## config.mk

```make
export PLATFORM = sky130hd
export DESIGN_NAME = cfds_core
export DESIGN_NICKNAME = d
export VERILOG_FILES = /design/src/rtl/cfds_pkg.sv /design/src/rtl/cfds_core.sv
export SDC_FILE = /design/constraint.sdc
export NUM_CORES = 1
export LEC_CHECK = 0
export BUFFER_PORTS_ARGS = -buffer_cell sky130_fd_sc_hd__buf_4
export CORE_MARGIN = 2
export CORE_UTILIZATION = 46
export DETAILED_ROUTE_END_ITERATION = 10
export PLACE_DENSITY = 0.84
export SLEW_MARGIN = 20
export SYNTH_ARGS = -nofsm -noshare
export SYNTH_HDL_FRONTEND = slang
export SYNTH_SLANG_ARGS = --single-unit
```

## constraint.sdc

```tcl
create_clock -name clock_in -period 2.9 [get_ports clock_in]
set_input_delay 0.145 -clock clock_in [delete_from_list [all_inputs] [get_ports clock_in]]
set_output_delay 0.145 -clock clock_in [all_outputs]
set_load 0.05 [all_outputs]
```

## src/rtl/cfds_pkg.sv

```systemverilog
package cfds_pkg;
  localparam int CFDS_W = 16;
  localparam int CFDS_NREG = 8;
  localparam logic [2:0] CFDS_SP_IDX = 3'h6;
  localparam logic [2:0] CFDS_PC_IDX = 3'h7;
  localparam logic [15:0] CFDS_PC_STEP = 16'h0002;
  localparam logic [15:0] CFDS_TRACE_VEC = 16'h000c;
  localparam logic [15:0] CFDS_STACK_LIMIT = 16'h0100;
  localparam logic [15:0] CFDS_PC_RESET = 16'h0000;
  localparam logic [15:0] CFDS_PSW_RESET = 16'h0000;
  localparam logic [15:0] CFDS_PSW_MASK = 16'h00ff;
  localparam int CFDS_PRI_HI = 7;
  localparam int CFDS_PRI_LO = 5;
  localparam int CFDS_TBIT = 4;
  localparam logic [2:0] CFDS_ADDR_PSW = 3'h0;
  localparam logic [2:0] CFDS_ADDR_ERR = 3'h1;
  localparam logic [2:0] CFDS_ADDR_ACT = 3'h2;
  localparam logic [2:0] CFDS_ADDR_PC = 3'h3;
  localparam logic [2:0] CFDS_ADDR_SP = 3'h4;
  localparam logic [2:0] CFDS_ADDR_INSN = 3'h5;
  localparam logic [2:0] CFDS_ADDR_CC = 3'h6;

  typedef enum logic [1:0] {
    CFDS_RUN = 2'h0,
    CFDS_WAIT = 2'h1,
    CFDS_OFF = 2'h2
  } cfds_act_t;

  typedef enum logic [1:0] {
    CFDS_S_FETCH,
    CFDS_S_EXEC,
    CFDS_S_TRAP
  } cfds_state_t;

  typedef struct packed {
    logic [3:0] bin_op;
    logic [5:0] src_field;
    logic [2:0] src_mode;
    logic src_defer_bit;
    logic [2:0] src_reg;
    logic [5:0] dst_field;
    logic [2:0] dst_mode;
    logic dst_defer_bit;
    logic [2:0] dst_reg;
    logic [9:0] un_op;
    logic [7:0] br_op;
    logic [15:0] br_offset;
    logic [6:0] ext_op;
    logic [2:0] ext_reg_index;
    logic [7:0] flt_op;
    logic [1:0] float_acc_select;
  } cfds_dec_t;

  typedef struct packed {
    logic boundary;
    logic stack_ovf;
    logic timeout;
    logic illegal;
    logic pwr_fail;
    logic pwr_up;
  } cfds_err_t;
endpackage : cfds_pkg

```

## src/rtl/cfds_core.sv

```systemverilog
`timescale 1ns/1ps
// Function
// - Run, no interrupt: fetch, PC plus 2, execute
// - Trace bit: trap via vector 14 octal
// - Odd word address: boundary error, garbage data
// - Byte access: even low, odd high half
// - Eight 16-bit general registers
// - R6 stack pointer, R7 program counter
// - Status bits 7:5 priority, 15:8 unused
// - Status bit 4 trace enable
// - Status bits 3:0 N Z V C
// - Stack access below 400 octal: overflow
// - Nonexistent access sets time-out flag
// - Illegal class instruction sets flag
// - Activity: 0 run, 1 wait, 2 off
// - Power-fail and power-up flags from outside
// - Binary opcode 15:12, source 11:6
// - Source: mode 5:3, defer 3, reg 2:0
// - Destination 5:0: mode, defer, reg
// - Unary opcode bits 15:6
// - Branch/trap opcode 15:8, offset sign-extended
// - Extended: op 15:9, reg 8:6, src 5:0
// - Float: op 15:8, acc 7:6, src 5:0
module cfds_core
  import cfds_pkg::*;
(
  input wire logic clock_in,
  input wire logic sys_rst_in,
  // Software register port
  input wire logic [2:0] reg_addr_in,
  input wire logic [15:0] reg_wdata_in,
  input wire logic reg_wr_in,
  input wire logic reg_rd_in,
  output logic [15:0] reg_rdata_out,
  // Program memory
  output logic mem_req_out,
  output logic [15:0] mem_addr_out,
  output logic mem_byte_out,
  input wire logic mem_ack_in,
  input wire logic mem_nxm_in,
  input wire logic [15:0] mem_rdata_in,
  output logic [15:0] mem_word_out,
  output logic [7:0] mem_bytev_out,
  // Execution side
  input wire logic irq_pending_in,
  input wire logic exec_done_in,
  input wire logic exec_illegal_in,
  input wire logic exec_sp_access_in,
  input wire logic exec_cc_we_in,
  input wire logic [3:0] exec_cc_in,
  input wire logic exec_reg_we_in,
  input wire logic [2:0] exec_reg_sel_in,
  input wire logic [15:0] exec_reg_data_in,
  input wire logic [1:0] act_set_in,
  input wire logic act_set_we_in,
  input wire logic pwr_low_in,
  input wire logic pwr_on_in,
  output cfds_dec_t dec_out,
  output logic exec_start_out,
  output logic trap_out,
  output logic [15:0] trap_vec_out,
  output cfds_err_t err_out,
  output logic [1:0] err_code_out,
  output logic err_any_out,
  output logic [1:0] activity_out,
  output logic [15:0] sp_out
);
  logic [15:0] gpr [CFDS_NREG];
  logic [15:0] status_word;
  logic [15:0] insn;
  cfds_state_t state;
  cfds_act_t activity;
  cfds_err_t err;
  logic [15:0] rdata;

  function automatic logic [15:0] cfds_sext8(input logic [7:0] v);
    cfds_sext8 = {{8{v[7]}}, v};
  endfunction : cfds_sext8

  wire logic [15:0] pc = gpr[CFDS_PC_IDX];
  wire logic [15:0] sp = gpr[CFDS_SP_IDX];
  wire logic is_run = (activity == CFDS_RUN);
  wire logic go_fetch = is_run && !irq_pending_in;
  wire logic fetch_hit = (state == CFDS_S_FETCH) && go_fetch && mem_ack_in;
  wire logic odd_word = mem_req_out && !mem_byte_out && mem_addr_out[0];
  wire logic trace_on = status_word[CFDS_TBIT];
  wire logic ex_end = (state == CFDS_S_EXEC) && exec_done_in;
  wire logic stk_hit = ex_end && exec_sp_access_in && (sp < CFDS_STACK_LIMIT);
  wire logic wr_psw = reg_wr_in && (reg_addr_in == CFDS_ADDR_PSW);
  wire logic wr_err = reg_wr_in && (reg_addr_in == CFDS_ADDR_ERR);

  // Memory view, phys word from bus
  assign mem_req_out = (state == CFDS_S_FETCH) && go_fetch;
  assign mem_addr_out = pc;
  assign mem_byte_out = 1'b0;
  assign mem_word_out = mem_rdata_in;
  assign mem_bytev_out = pc[0] ? mem_rdata_in[15:8] : mem_rdata_in[7:0];

  // Field split
  assign dec_out.bin_op = insn[15:12];
  assign dec_out.src_field = insn[11:6];
  assign dec_out.src_mode = insn[11:9];
  assign dec_out.src_defer_bit = insn[9];
  assign dec_out.src_reg = insn[8:6];
  assign dec_out.dst_field = insn[5:0];
  assign dec_out.dst_mode = insn[5:3];
  assign dec_out.dst_defer_bit = insn[3];
  assign dec_out.dst_reg = insn[2:0];
  assign dec_out.un_op = insn[15:6];
  assign dec_out.br_op = insn[15:8];
  assign dec_out.br_offset = cfds_sext8(insn[7:0]);
  assign dec_out.ext_op = insn[15:9];
  assign dec_out.ext_reg_index = insn[8:6];
  assign dec_out.flt_op = insn[15:8];
  assign dec_out.float_acc_select = insn[7:6];

  assign exec_start_out = (state == CFDS_S_EXEC);
  assign trap_out = (state == CFDS_S_TRAP);
  assign trap_vec_out = CFDS_TRACE_VEC;
  assign err_out = err;
  assign err_any_out = err.boundary | err.stack_ovf | err.timeout | err.illegal;
  assign err_code_out = err.boundary ? 2'h0 :
                        err.stack_ovf ? 2'h1 :
                        err.timeout ? 2'h2 : 2'h3;
  assign activity_out = activity;
  assign sp_out = sp;
  assign reg_rdata_out = rdata;

  // Sequencer
  always_ff @(posedge clock_in or posedge sys_rst_in) begin
    if (sys_rst_in) begin
      state <= CFDS_S_FETCH;
      insn <= 16'h0000;
    end else begin
      unique case (state)
        CFDS_S_FETCH: begin
          if (fetch_hit && !odd_word && !mem_nxm_in) begin
            insn <= mem_rdata_in;
            state <= CFDS_S_EXEC;
          end
        end
        CFDS_S_EXEC: begin
          if (exec_done_in) begin
            state <= trace_on ? CFDS_S_TRAP : CFDS_S_FETCH;
          end
        end
        CFDS_S_TRAP: begin
          state <= CFDS_S_FETCH;
        end
      endcase
    end
  end

  // Registers: PC step, trap vector, execution writes
  always_ff @(posedge clock_in or posedge sys_rst_in) begin
    if (sys_rst_in) begin
      for (int k = 0; k < CFDS_NREG; k++) begin
        gpr[k] <= CFDS_PC_RESET;
      end
    end else begin
      if (fetch_hit && !odd_word && !mem_nxm_in) begin
        gpr[CFDS_PC_IDX] <= pc + CFDS_PC_STEP;
      end else if (trap_out) begin
        gpr[CFDS_PC_IDX] <= CFDS_TRACE_VEC;
      end else if (exec_reg_we_in && exec_start_out) begin
        gpr[exec_reg_sel_in] <= exec_reg_data_in;
      end
    end
  end

  // Status word
  always_ff @(posedge clock_in or posedge sys_rst_in) begin
    if (sys_rst_in) begin
      status_word <= CFDS_PSW_RESET;
    end else begin
      if (trap_out) begin
        status_word[CFDS_TBIT] <= 1'b0;
      end else if (wr_psw) begin
        status_word <= reg_wdata_in & CFDS_PSW_MASK;
      end else if (ex_end && exec_cc_we_in) begin
        status_word[3:0] <= exec_cc_in;
      end
    end
  end

  // Activity
  always_ff @(posedge clock_in or posedge sys_rst_in) begin
    if (sys_rst_in) begin
      activity <= CFDS_RUN;
    end else if (act_set_we_in && act_set_in != 2'h3) begin
      activity <= cfds_act_t'(act_set_in);
    end
  end

  // Sticky error flags, set wins over clear
  always_ff @(posedge clock_in or posedge sys_rst_in) begin
    if (sys_rst_in) begin
      err <= '0;
    end else begin
      err.boundary <= odd_word | (err.boundary & ~(wr_err & reg_wdata_in[5]));
      err.stack_ovf <= stk_hit | (err.stack_ovf & ~(wr_err & reg_wdata_in[4]));
      err.timeout <= (mem_req_out & mem_nxm_in)
                     | (err.timeout & ~(wr_err & reg_wdata_in[3]));
      err.illegal <= (ex_end & exec_illegal_in)
                     | (err.illegal & ~(wr_err & reg_wdata_in[2]));
      err.pwr_fail <= pwr_low_in | (err.pwr_fail & ~(wr_err & reg_wdata_in[1]));
      err.pwr_up <= pwr_on_in | (err.pwr_up & ~(wr_err & reg_wdata_in[0]));
    end
  end

  // Read port
  always_ff @(posedge clock_in or posedge sys_rst_in) begin
    if (sys_rst_in) begin
      rdata <= 16'h0000;
    end else if (reg_rd_in) begin
      unique case (reg_addr_in)
        CFDS_ADDR_PSW: rdata <= status_word;
        CFDS_ADDR_ERR: rdata <= {10'h000, err};
        CFDS_ADDR_ACT: rdata <= {14'h0000, activity};
        CFDS_ADDR_PC: rdata <= pc;
        CFDS_ADDR_SP: rdata <= sp;
        CFDS_ADDR_INSN: rdata <= insn;
        CFDS_ADDR_CC: rdata <= {12'h000, status_word[3:0]};
        default: rdata <= 16'h0000;
      endcase
    end else begin
      rdata <= 16'h0000;
    end
  end
endmodule : cfds_core

```

Yosys cells after proc, flatten, opt, wreduce, memory -nomap -nowiden
Index checks and enable logic that the tools add are counted.
{"block": "word_totals", "elab_cells": 117, "regBits": 178, "out_inout_bits": 187, "inputBits": 75}
{"block": "op_classes", "n_reduce_logical": 29, "n_eq_ne": 11, "bitwise": 32, "muxes": 20, "add_sub_neg": 1, "n_lt_le_gt_ge": 3}
{"operator": "$bwmux W128", "n": 1}
{"operator": "$pmux W16 S7", "n": 1}
{"operator": "$mux W16", "n": 5}
{"operator": "$demux W16 S3", "n": 1}
{"operator": "$add A16 B2 Y16 const B", "n": 1}
{"operator": "$lt A16 B9 Y1 const B", "n": 1}
{"operator": "$logic_and A1 B1 Y1", "n": 15}
{"operator": "$and A1 B1 Y1", "n": 14}
{"operator": "$mux W2", "n": 5}
{"operator": "$eq A3 B3 Y1 const B", "n": 3}
{"operator": "$or A1 B1 Y1", "n": 9}
{"operator": "$mux W4", "n": 2}
{"operator": "$mux W8", "n": 1}
{"operator": "$not A1 Y1", "n": 8}
{"operator": "$reduce_and A2 Y1", "n": 4}
{"operator": "$eq A3 B2 Y1 const B", "n": 2}
{"operator": "$pmux W2 S3", "n": 1}
{"operator": "$ge A4 B4 Y1 const B", "n": 1}
{"operator": "$logic_not A2 Y1", "n": 2}
{"operator": "$lt A4 B1 Y1 const B", "n": 1}
{"operator": "$ne A2 B2 Y1 const B", "n": 2}
{"operator": "$not A3 Y4", "n": 1}
{"operator": "$reduce_bool A2 Y1", "n": 2}
{"operator": "$eq A3 B1 Y1 const B", "n": 1}
{"operator": "other kinds (8)", "n": 12}

Depth between registers and ports, before layout
Gate-level depths: netlist of run 1.
{"block": "logic_depth", "depth_word": 9, "ltp_mapped": 9, "ltp_nobuf": 7}

Least setup slack after synthesis of run 1
No wires, ideal clock.
{"block": "synth_timing", "path_type": "reg-to-reg", "start": "reg state[1]", "end": "reg gpr, in the netlist sp_out[0]", "t_required_ns": 2.775, "slack_ns": 0.614, "n_path_buf": 1, "synth_period_minus_slack_ns": 2.286, "stages_incl_launch_ff": 7, "setup_ns": 0.125, "arrival_time_ns": 2.161, "cell_sequence": "dfrtp_1 -> inv_1 -> ha_1 -> nand2_1 -> nor4b_4 -> buf_6 -> mux2_4"}
{"block": "synth_between", "word_cells_on_any_way": 13, "classes_between": "2 x eq/ne; 2 x bitwise; 9 x reduce/logical"}
{"item": "start: declaration", "line": "cfds_core.sv:71", "source": "cfds_state_t state;"}
{"item": "start signal: assignment", "line": "cfds_core.sv:144", "source": "state <= trace_on ? CFDS_S_TRAP : CFDS_S_FETCH;"}
{"item": "$eq A2 B1 Y1", "line": "cfds_core.sv:117", "source": "assign exec_start_out = (state == CFDS_S_EXEC);"}
{"item": "named net exec_start_out", "line": "cfds_core.sv:59", "source": "output logic exec_start_out,"}
{"item": "$logic_and A1 B1 Y1", "line": "cfds_core.sv:165", "source": "end else if (exec_reg_we_in && exec_start_out) begin"}
{"item": "$reduce_and A3 Y1 (no line)"}
{"item": "end signal: indexed assignment", "line": "cfds_core.sv:162", "source": "gpr[CFDS_PC_IDX] <= pc + CFDS_PC_STEP;"}
{"item": "end signal: indexed assignment", "line": "cfds_core.sv:166", "source": "gpr[exec_reg_sel_in] <= exec_reg_data_in;"}
{"item": "end: declaration", "line": "cfds_core.sv:68", "source": "logic [15:0] gpr [CFDS_NREG];"}
The timed path passes the listed nets, and every way through them passes these cells.
A chain may end at the register's enable or synchronous reset.

Worst setup path after layout of run 1
{"block": "layout_timing", "start": "reg state[0]", "end": "reg gpr, in the netlist sp_out[11]"}
{"block": "layout_between", "elab_chain_cells": 8, "word_cells_on_any_way": 13, "classes_between": "2 x eq/ne; 2 x bitwise; 9 x reduce/logical"}
{"item": "$logic_not A2 Y1", "line": "cfds_core.sv:84, cfds_core.sv:93"}
{"item": "$logic_and A1 B1 Y1", "line": "cfds_core.sv:84, cfds_core.sv:93"}
{"item": "$logic_and A1 B1 Y1", "line": "cfds_core.sv:85", "source": "wire logic odd_word = mem_req_out && !mem_byte_out && mem_addr_out[0];"}
{"item": "$logic_not A1 Y1", "line": "cfds_core.sv:161", "source": "if (fetch_hit && !odd_word && !mem_nxm_in) begin"}
{"item": "$logic_and A1 B1 Y1 (2 in series)", "line": "cfds_core.sv:161"}
{"item": "$not A1 Y1 (no line)"}
{"item": "$reduce_and A3 Y1 (no line) (*)"}
Mark *: on every way between the ends. The rest lies on a longest branch, timed or not.

==> results of run 1 <==
[worst max-delay path: stages, from the launching register on]
cell	delay [ns]
dfrtp_1	0.36
inv_1	0.08
ha_1	0.23
or4b_4	0.26
clkinv_2	0.22
a21oi_2	0.28
nor4b_4	0.22
buf_4	0.33
mux2_2	0.38
[stage by stage]
step,utilization,hold WS (ns)
after floorplan,-,0.237
after global placement,0.583,0.323
after detailed placement,0.583,0.330
after CTS,0.613,0.00200
after global routing,0.614,0.00374
final,0.614,0.00521
[cell usage in the layout (no fill, tap or decap), drive strengths merged, types with 3 or more instances in the layout]
master / instances
buf: 244
dfrtp: 82
nand2: 79
mux2: 44
nor2: 31
a22oi: 26
conb: 17
o21ai: 15
dlygate4sd3: 14
a21oi: 14
clkbuf: 12
nand3: 11
inv: 10
nand4: 9
nor3: 8
nor2b: 8
o22ai: 5
and2: 4
a22o: 4
a32o: 4
a31oi: 4
ha: 4
clkinv: 4
nor4: 4
and3: 3
o221ai: 3
a21o: 3
o2bb2ai: 3
a221o: 3
nor4b: 3
[registers in the layout, indices dropped and copies added, names as in the netlist]
signal	count
err_out	6
insn	16
reg_rdata_out	16
status_word	8
activity_out	2
sp_out	16
mem_addr_out	16
state	2
[routing by layer]
metal	routed length, µm	part of all wire
met1	6020	0.37
met2	8410	0.51
met3	1450	0.088
met4	561	0.034
met5	0	0
[layout make-up]
class / instances / area, µm²
Inverter: 12 / 47.5
Sequential cell: 82 / 2050
Fill cell: 944 / 4180
Tap cell: 140 / 175
Clock buffer: 12 / 145
Clock inverter: 4 / 51.3
Timing Repair Buffer: 258 / 1970
Multi-Input combinational cell: 333 / 2220
[repair_timing]
action	CTS	global route
hold endpoints to repair	62	1
setup endpoints to repair	0	0
hold buffers	13	1
[worst max-delay path by stage]
stage	start	end	cells past startpoint
after detailed placement	state[1]	mem_addr_out[11]	6
after global placement	state[0]	mem_addr_out[6]	7
after global routing	state[0]	sp_out[11]	8
final	state[0]	sp_out[11]	8
after CTS	state[1]	mem_addr_out[11]	6
after floorplan	state[1]	sp_out[0]	6
[cell families after synthesis]
logic type	count (synthesis)
compound gates	94
xor+xnor	1
fa+ha+maj	4
buf+inv	136
flops	82
mux	45
other cells	2
simple gates	172
[power breakdown]
group / internal, mW / total [mW] / leakage, nW / switching [mW]
clock network: 0.423 / 0.845 / 0.0966 / 0.422
logic: 1.75 / 5.98 / 2.16 / 4.23
registers: 1.56 / 2.29 / 1.04 / 0.733
total: 3.73 / 9.12 / 3.29 / 5.38
==> results by group, run 1 <==
Yosys
  – Main area contributors after synthesis: dfrtp_1, buf_4, mux2_2
  – Ys async rst share: 1.00
  – Register area share after synthesis: 0.400
  – Post-Synth Simple-Gate Area: 0.168
  – Combinational family with the most area after synthesis: buffers and inverters
  – Yosys top cell area share: 0.400
  – Post-synth EDFFs: 0
  – Count leader, synth: buf_4
  – Post-synthesis mux area share: 0.106
  – Synthesized area per cell: 9.56 µm²
  – Post-synth cell types: 61
  – Post-Synth XOR/XNOR Area: 0.00171
  – Yosys synthesis warning count: 0
  – Flops & latches, synth: 82
  – Adder-Cell Fraction of Synth Area: 0.00976
  – Primary FF master, synth: dfrtp_1
  – Mapped Cells: 536
  – List of most frequent post-synthesis cells: buf_4, dfrtp_1, nand2_1
  – Compound-Gate Fraction of Synth Area: 0.135
  – Synth Cell Area: 5130 µm²
  – Top cell type by total area after synthesis: dfrtp_1

Route
  – Vias: 4650
  – Routed WL: 16400 µm
  – Wire per inst: 19.5 µm
  – 1st-pass router iterations: 6
  – Antenna viol nets, final: 0
  – Initial DRC Count: 370
  – DR DRC count: 0
  – Avg Vias per Cell: 5.53

Min path
  – Worst Hold Class: in -> reg
  – Hold Crit Start: mem_rdata_in[0]
  – WHS Endpoint: insn[0]
  – Hold-critical path depth: 3

STA
  – Hold Fails Final Rpt: 0
  – Maximum clock frequency: 0.403 GHz
  – Relative slew margins: 0.380
  – Final setup viols: 0
  – Pins Over Slew Limit: 0
  – Setup_tns: 0 ns
  – Period utilization: 0.856
  – Worst Skew: 0.0122 ns
  – Fin worst setup slack: 0.417 ns
  – Worst-margin pin slew: 0.917 ns
  – Fin crit period: 2.48 ns
  – RSZ-0062 raised after global routing: false

Die
  – Die Span Y: 110 µm
  – Die width: 110 µm
  – Core area: 10800 µm²
  – Die Area: 12000 µm²
  – Initial Util: 0.473
  – Top Ports: 262
  – # rows: 38

Final layout
  – Fin cells: 841
  – Layout cell share with drive strength beyond 1: 0.454
  – Layout area overhead: 29.9%
  – Finished Cell Area: 6660 µm²
  – Antenna fix cells: 0
  – Nets: 775

Global routing
  – GRT overflow: 0
  – Initial antenna violation count: 0
  – Most Crowded Layer GR: met2
  – GR Util met2: 0.466
  – Vias in the first global route: 4286
  – First-pass GRT wire length: 24000 µm
  – GR Util All Layers: 0.269
  – Met3 GRT Util: 0.0522
  – Pin count of the biggest net entering global routing: 53
  – Met1 global-route usage: 0.332

Clocking
  – Post-CTS sizing: 0
  – Clk_lat worst skew: 0.36 ns
  – Root buf cell: clkbuf_8
  – Clock transition at path regs: 0.08 ns
  – CTS H-tree depth: 3
  – Num CTS Buffers: 9
  – CTS max path bufs: 2
  – Clk sink count: 82
  – TritonCTS clock tree: done
  – Post-CTS setup buffer count: 0

Worst setup path
  – CP startpoint kind: flip-flop
  – Worst R2R Setup Slack: 0.42 ns
  – FF-to-FF path depth: 8
  – Critical Path End Type: flip-flop
  – Crit Path Category: reg -> reg
  – Worst Path Required: 3.15 ns
  – Critical R2R Capture: sp_out[11]
  – Critical path arrival: 2.73 ns
  – Crit path max fanout: 16
  – Worst flop-to-flop path startpoint: state[0]

Placed design
  – Final RePlAce weighted congestion: 0.891
  – Placed Instance Area: 6320 µm²
  – Post-detail-place hpwl: 12500 µm
  – Setup slack at placement: 0.336 ns
  – Port Buf Inserts: 236
  – Cell count after placement: 810

Status
  – Outcome: completed

Power
  – Cell Pwr Density: 1370 nW/µm²
  – Overall power: 9.12 mW
  – Peak VDD IR: 0.935 mV
  – Static Leak: 3.29 nW

Flow run
  – Max Cap Viol: 0
Power figures use the tool's default switching activity.
==> inputs of run 2 (changes only) <==
- BUFFER_PORTS_ARGS: -buffer_cell sky130_fd_sc_hd__buf_4 -> -buffer_cell sky130_fd_sc_hd__clkbuf_2
- CORE_UTILIZATION: 46 -> 35
- PLACE_DENSITY: 0.84 -> 0.67
==> run 2 against run 1 <==
  * Cell count rose by 3.8%
  * Maximum frequency rose by 0.92%
  * Sequential share of layout area rose by 2.8 points
  * Clock skew fell by 0.0061 ns
  * Global-route usage fell by 6.1 points
  * Largest cell class unchanged
==> results by group, run 2 (synthesized netlist as in run 1, its figures left out) <==
Status
  – Outcome: completed

STA
  – Hold Fails Final Rpt: 0
  – Final setup viols: 0
  – RSZ-0062 raised after global routing: false
  – Setup_tns: 0 ns
  – Worst-margin pin slew: 0.935 ns
  – Period utilization: 0.849
  – Hold Slack: 0.0345 ns
  – Worst Skew: 0.00616 ns
  – Pins Over Slew Limit: 0
  – Relative slew margins: 0.376
  – Fin crit period: 2.46 ns
  – Maximum clock frequency: 0.406 GHz
  – Fin worst setup slack: 0.439 ns

Route
  – Avg Vias per Cell: 5.13
  – 1st-pass router iterations: 5
  – Vias: 4479
  – Initial DRC Count: 325
  – Wire per inst: 19.1 µm
  – DR DRC count: 0
  – Antenna viol nets, final: 0
  – Routed WL: 16600 µm

Final layout
  – Antenna fix cells: 0
  – Register Area: 2050 µm²
  – Multi-input logic area: 2220 µm²
  – Layout cell share with drive strength beyond 1: 0.462
  – Layout area overhead: 19.0%
  – Commonest non-fill, non-tap cell in the layout: clkbuf_2
  – Final Util: 0.423
  – Nets: 767
  – Highest-count cells in the layout ignoring fill and taps: clkbuf_2, dfrtp_1, nand2_1
  – Filler cells: 1436

Placed design
  – Port Buf Inserts: 236
  – Post-detail-place hpwl: 12800 µm
  – Final RePlAce weighted congestion: 0.924
  – Setup slack at placement: 0.380 ns

Global routing
  – Pin count of the biggest net entering global routing: 51
  – GRT overflow: 0
  – First-pass GRT wire length: 24900 µm
  – GR Util All Layers: 0.207
  – Vias in the first global route: 4156
  – Initial antenna violation count: 0

Clocking
  – Num CTS Buffers: 9
  – Clock transition at path regs: 0.06 ns
  – Root buf cell: clkbuf_16
  – CTS max path bufs: 2
  – TritonCTS clock tree: done
  – Post-CTS sizing: 0
  – Clk sink count: 82
  – CTS H-tree depth: 3
  – Clk_lat worst skew: 0.34 ns
  – Post-CTS setup buffer count: 0

Worst setup path
  – FF-to-FF path depth: 8
  – Slowest stage delay, CP: 0.38 ns
  – Crit Path Category: reg -> reg
  – Critical Path End Type: flip-flop
  – CP delay by family, top: buffers and inverters
  – Buf/Inv on CP: 3
  – Critical R2R Capture: sp_out[12]
  – Worst flop-to-flop path startpoint: state[0]
  – Crit-path cells: inv_1 > ha_1 > or4b_4 > clkinv_2 > a21oi_2 > nor4b_4 > buf_4 > mux2_2
  – Worst R2R Setup Slack: 0.44 ns
  – Critical path arrival: 2.68 ns
  – CP startpoint kind: flip-flop
  – Critical path's slowest cell: mux2_2
  – Crit path max fanout: 16
  – Worst Path Required: 3.12 ns

Die
  – Core area: 14400 µm²
  – Die width: 125 µm
  – Die Span Y: 125 µm
  – # rows: 44
  – Top Ports: 262
  – Die Area: 15600 µm²
  – Initial Util: 0.355

Min path
  – WHS Endpoint: insn[13]
  – Worst Hold Class: in -> reg
  – Hold-critical path depth: 3
  – Hold Crit Start: mem_rdata_in[13]

Flow run
  – Max Cap Viol: 0
run 2: changes by cell type in the layout (fill, tap and decap cells not counted), sizes merged:
cell | before | now
clkinv | 4 | 3
clkbuf | 12 | 247
buf | 244 | 11
bufinv | 1 | 0
clkinvlp | 1 | 0
dlygate4sd3 | 14 | 3
run 2: repair_timing:
item | CTS | global route
hold endpoints to repair | 4 | 0
endpoints found under the setup margin | 0 | 0
hold buffers | 3 | 0
run 2: final cells by class:
| class | count | share of cell area |
|---|---|---|
| tap | 184 | 0.0377 |
| sequential | 82 | 0.336 |
| clock buffer | 11 | 0.0398 |
| timing repair buffer | 250 | 0.214 |
| clock inverter | 1 | 0.000820 |
| inverter | 12 | 0.00779 |
| multi-input combinational | 333 | 0.363 |
run 2: worst max path at each step:
stage                     startpoint  slack, ns         endpoint  cells after the start
after floorplan             state[1]       0.61        sp_out[0]                      6
after global placement      state[0]       0.46  mem_addr_out[6]                      7
after detailed placement    state[0]       0.38  mem_addr_out[6]                      7
after CTS                   state[0]       0.35  mem_addr_out[6]                      7
after global routing        state[0]       0.33       sp_out[15]                      8
final                       state[0]       0.44       sp_out[12]                      8
run 2: worst min-delay path, stage by stage:
cell and delay [ns]:
clkbuf_2 0.10, nand2_1 0.05, nand2_1 0.05
run 2: stage by stage:
| step | cells | cell area [µm²] |
|---|---|---|
| after global routing | 873 | 6100 |
| final | 873 | 6100 |
| after floorplan | 551 | 5180 |
| after CTS | 872 | 6090 |
| after global placement | 857 | 5820 |
| after detailed placement | 857 | 5820 |
run 2: layer usage:
metal,vias up,global-route usage,part of all wire
met5,-,0,0
met4,0,0.0654,0.024
met3,25,0.0424,0.061
met2,213,0.355,0.50
met1,2162,0.264,0.42
li1,2079,-,-
Power of run 2 is not shown: default switching activity piles up to over one toggle a cycle in this logic, so the estimate is an artifact.
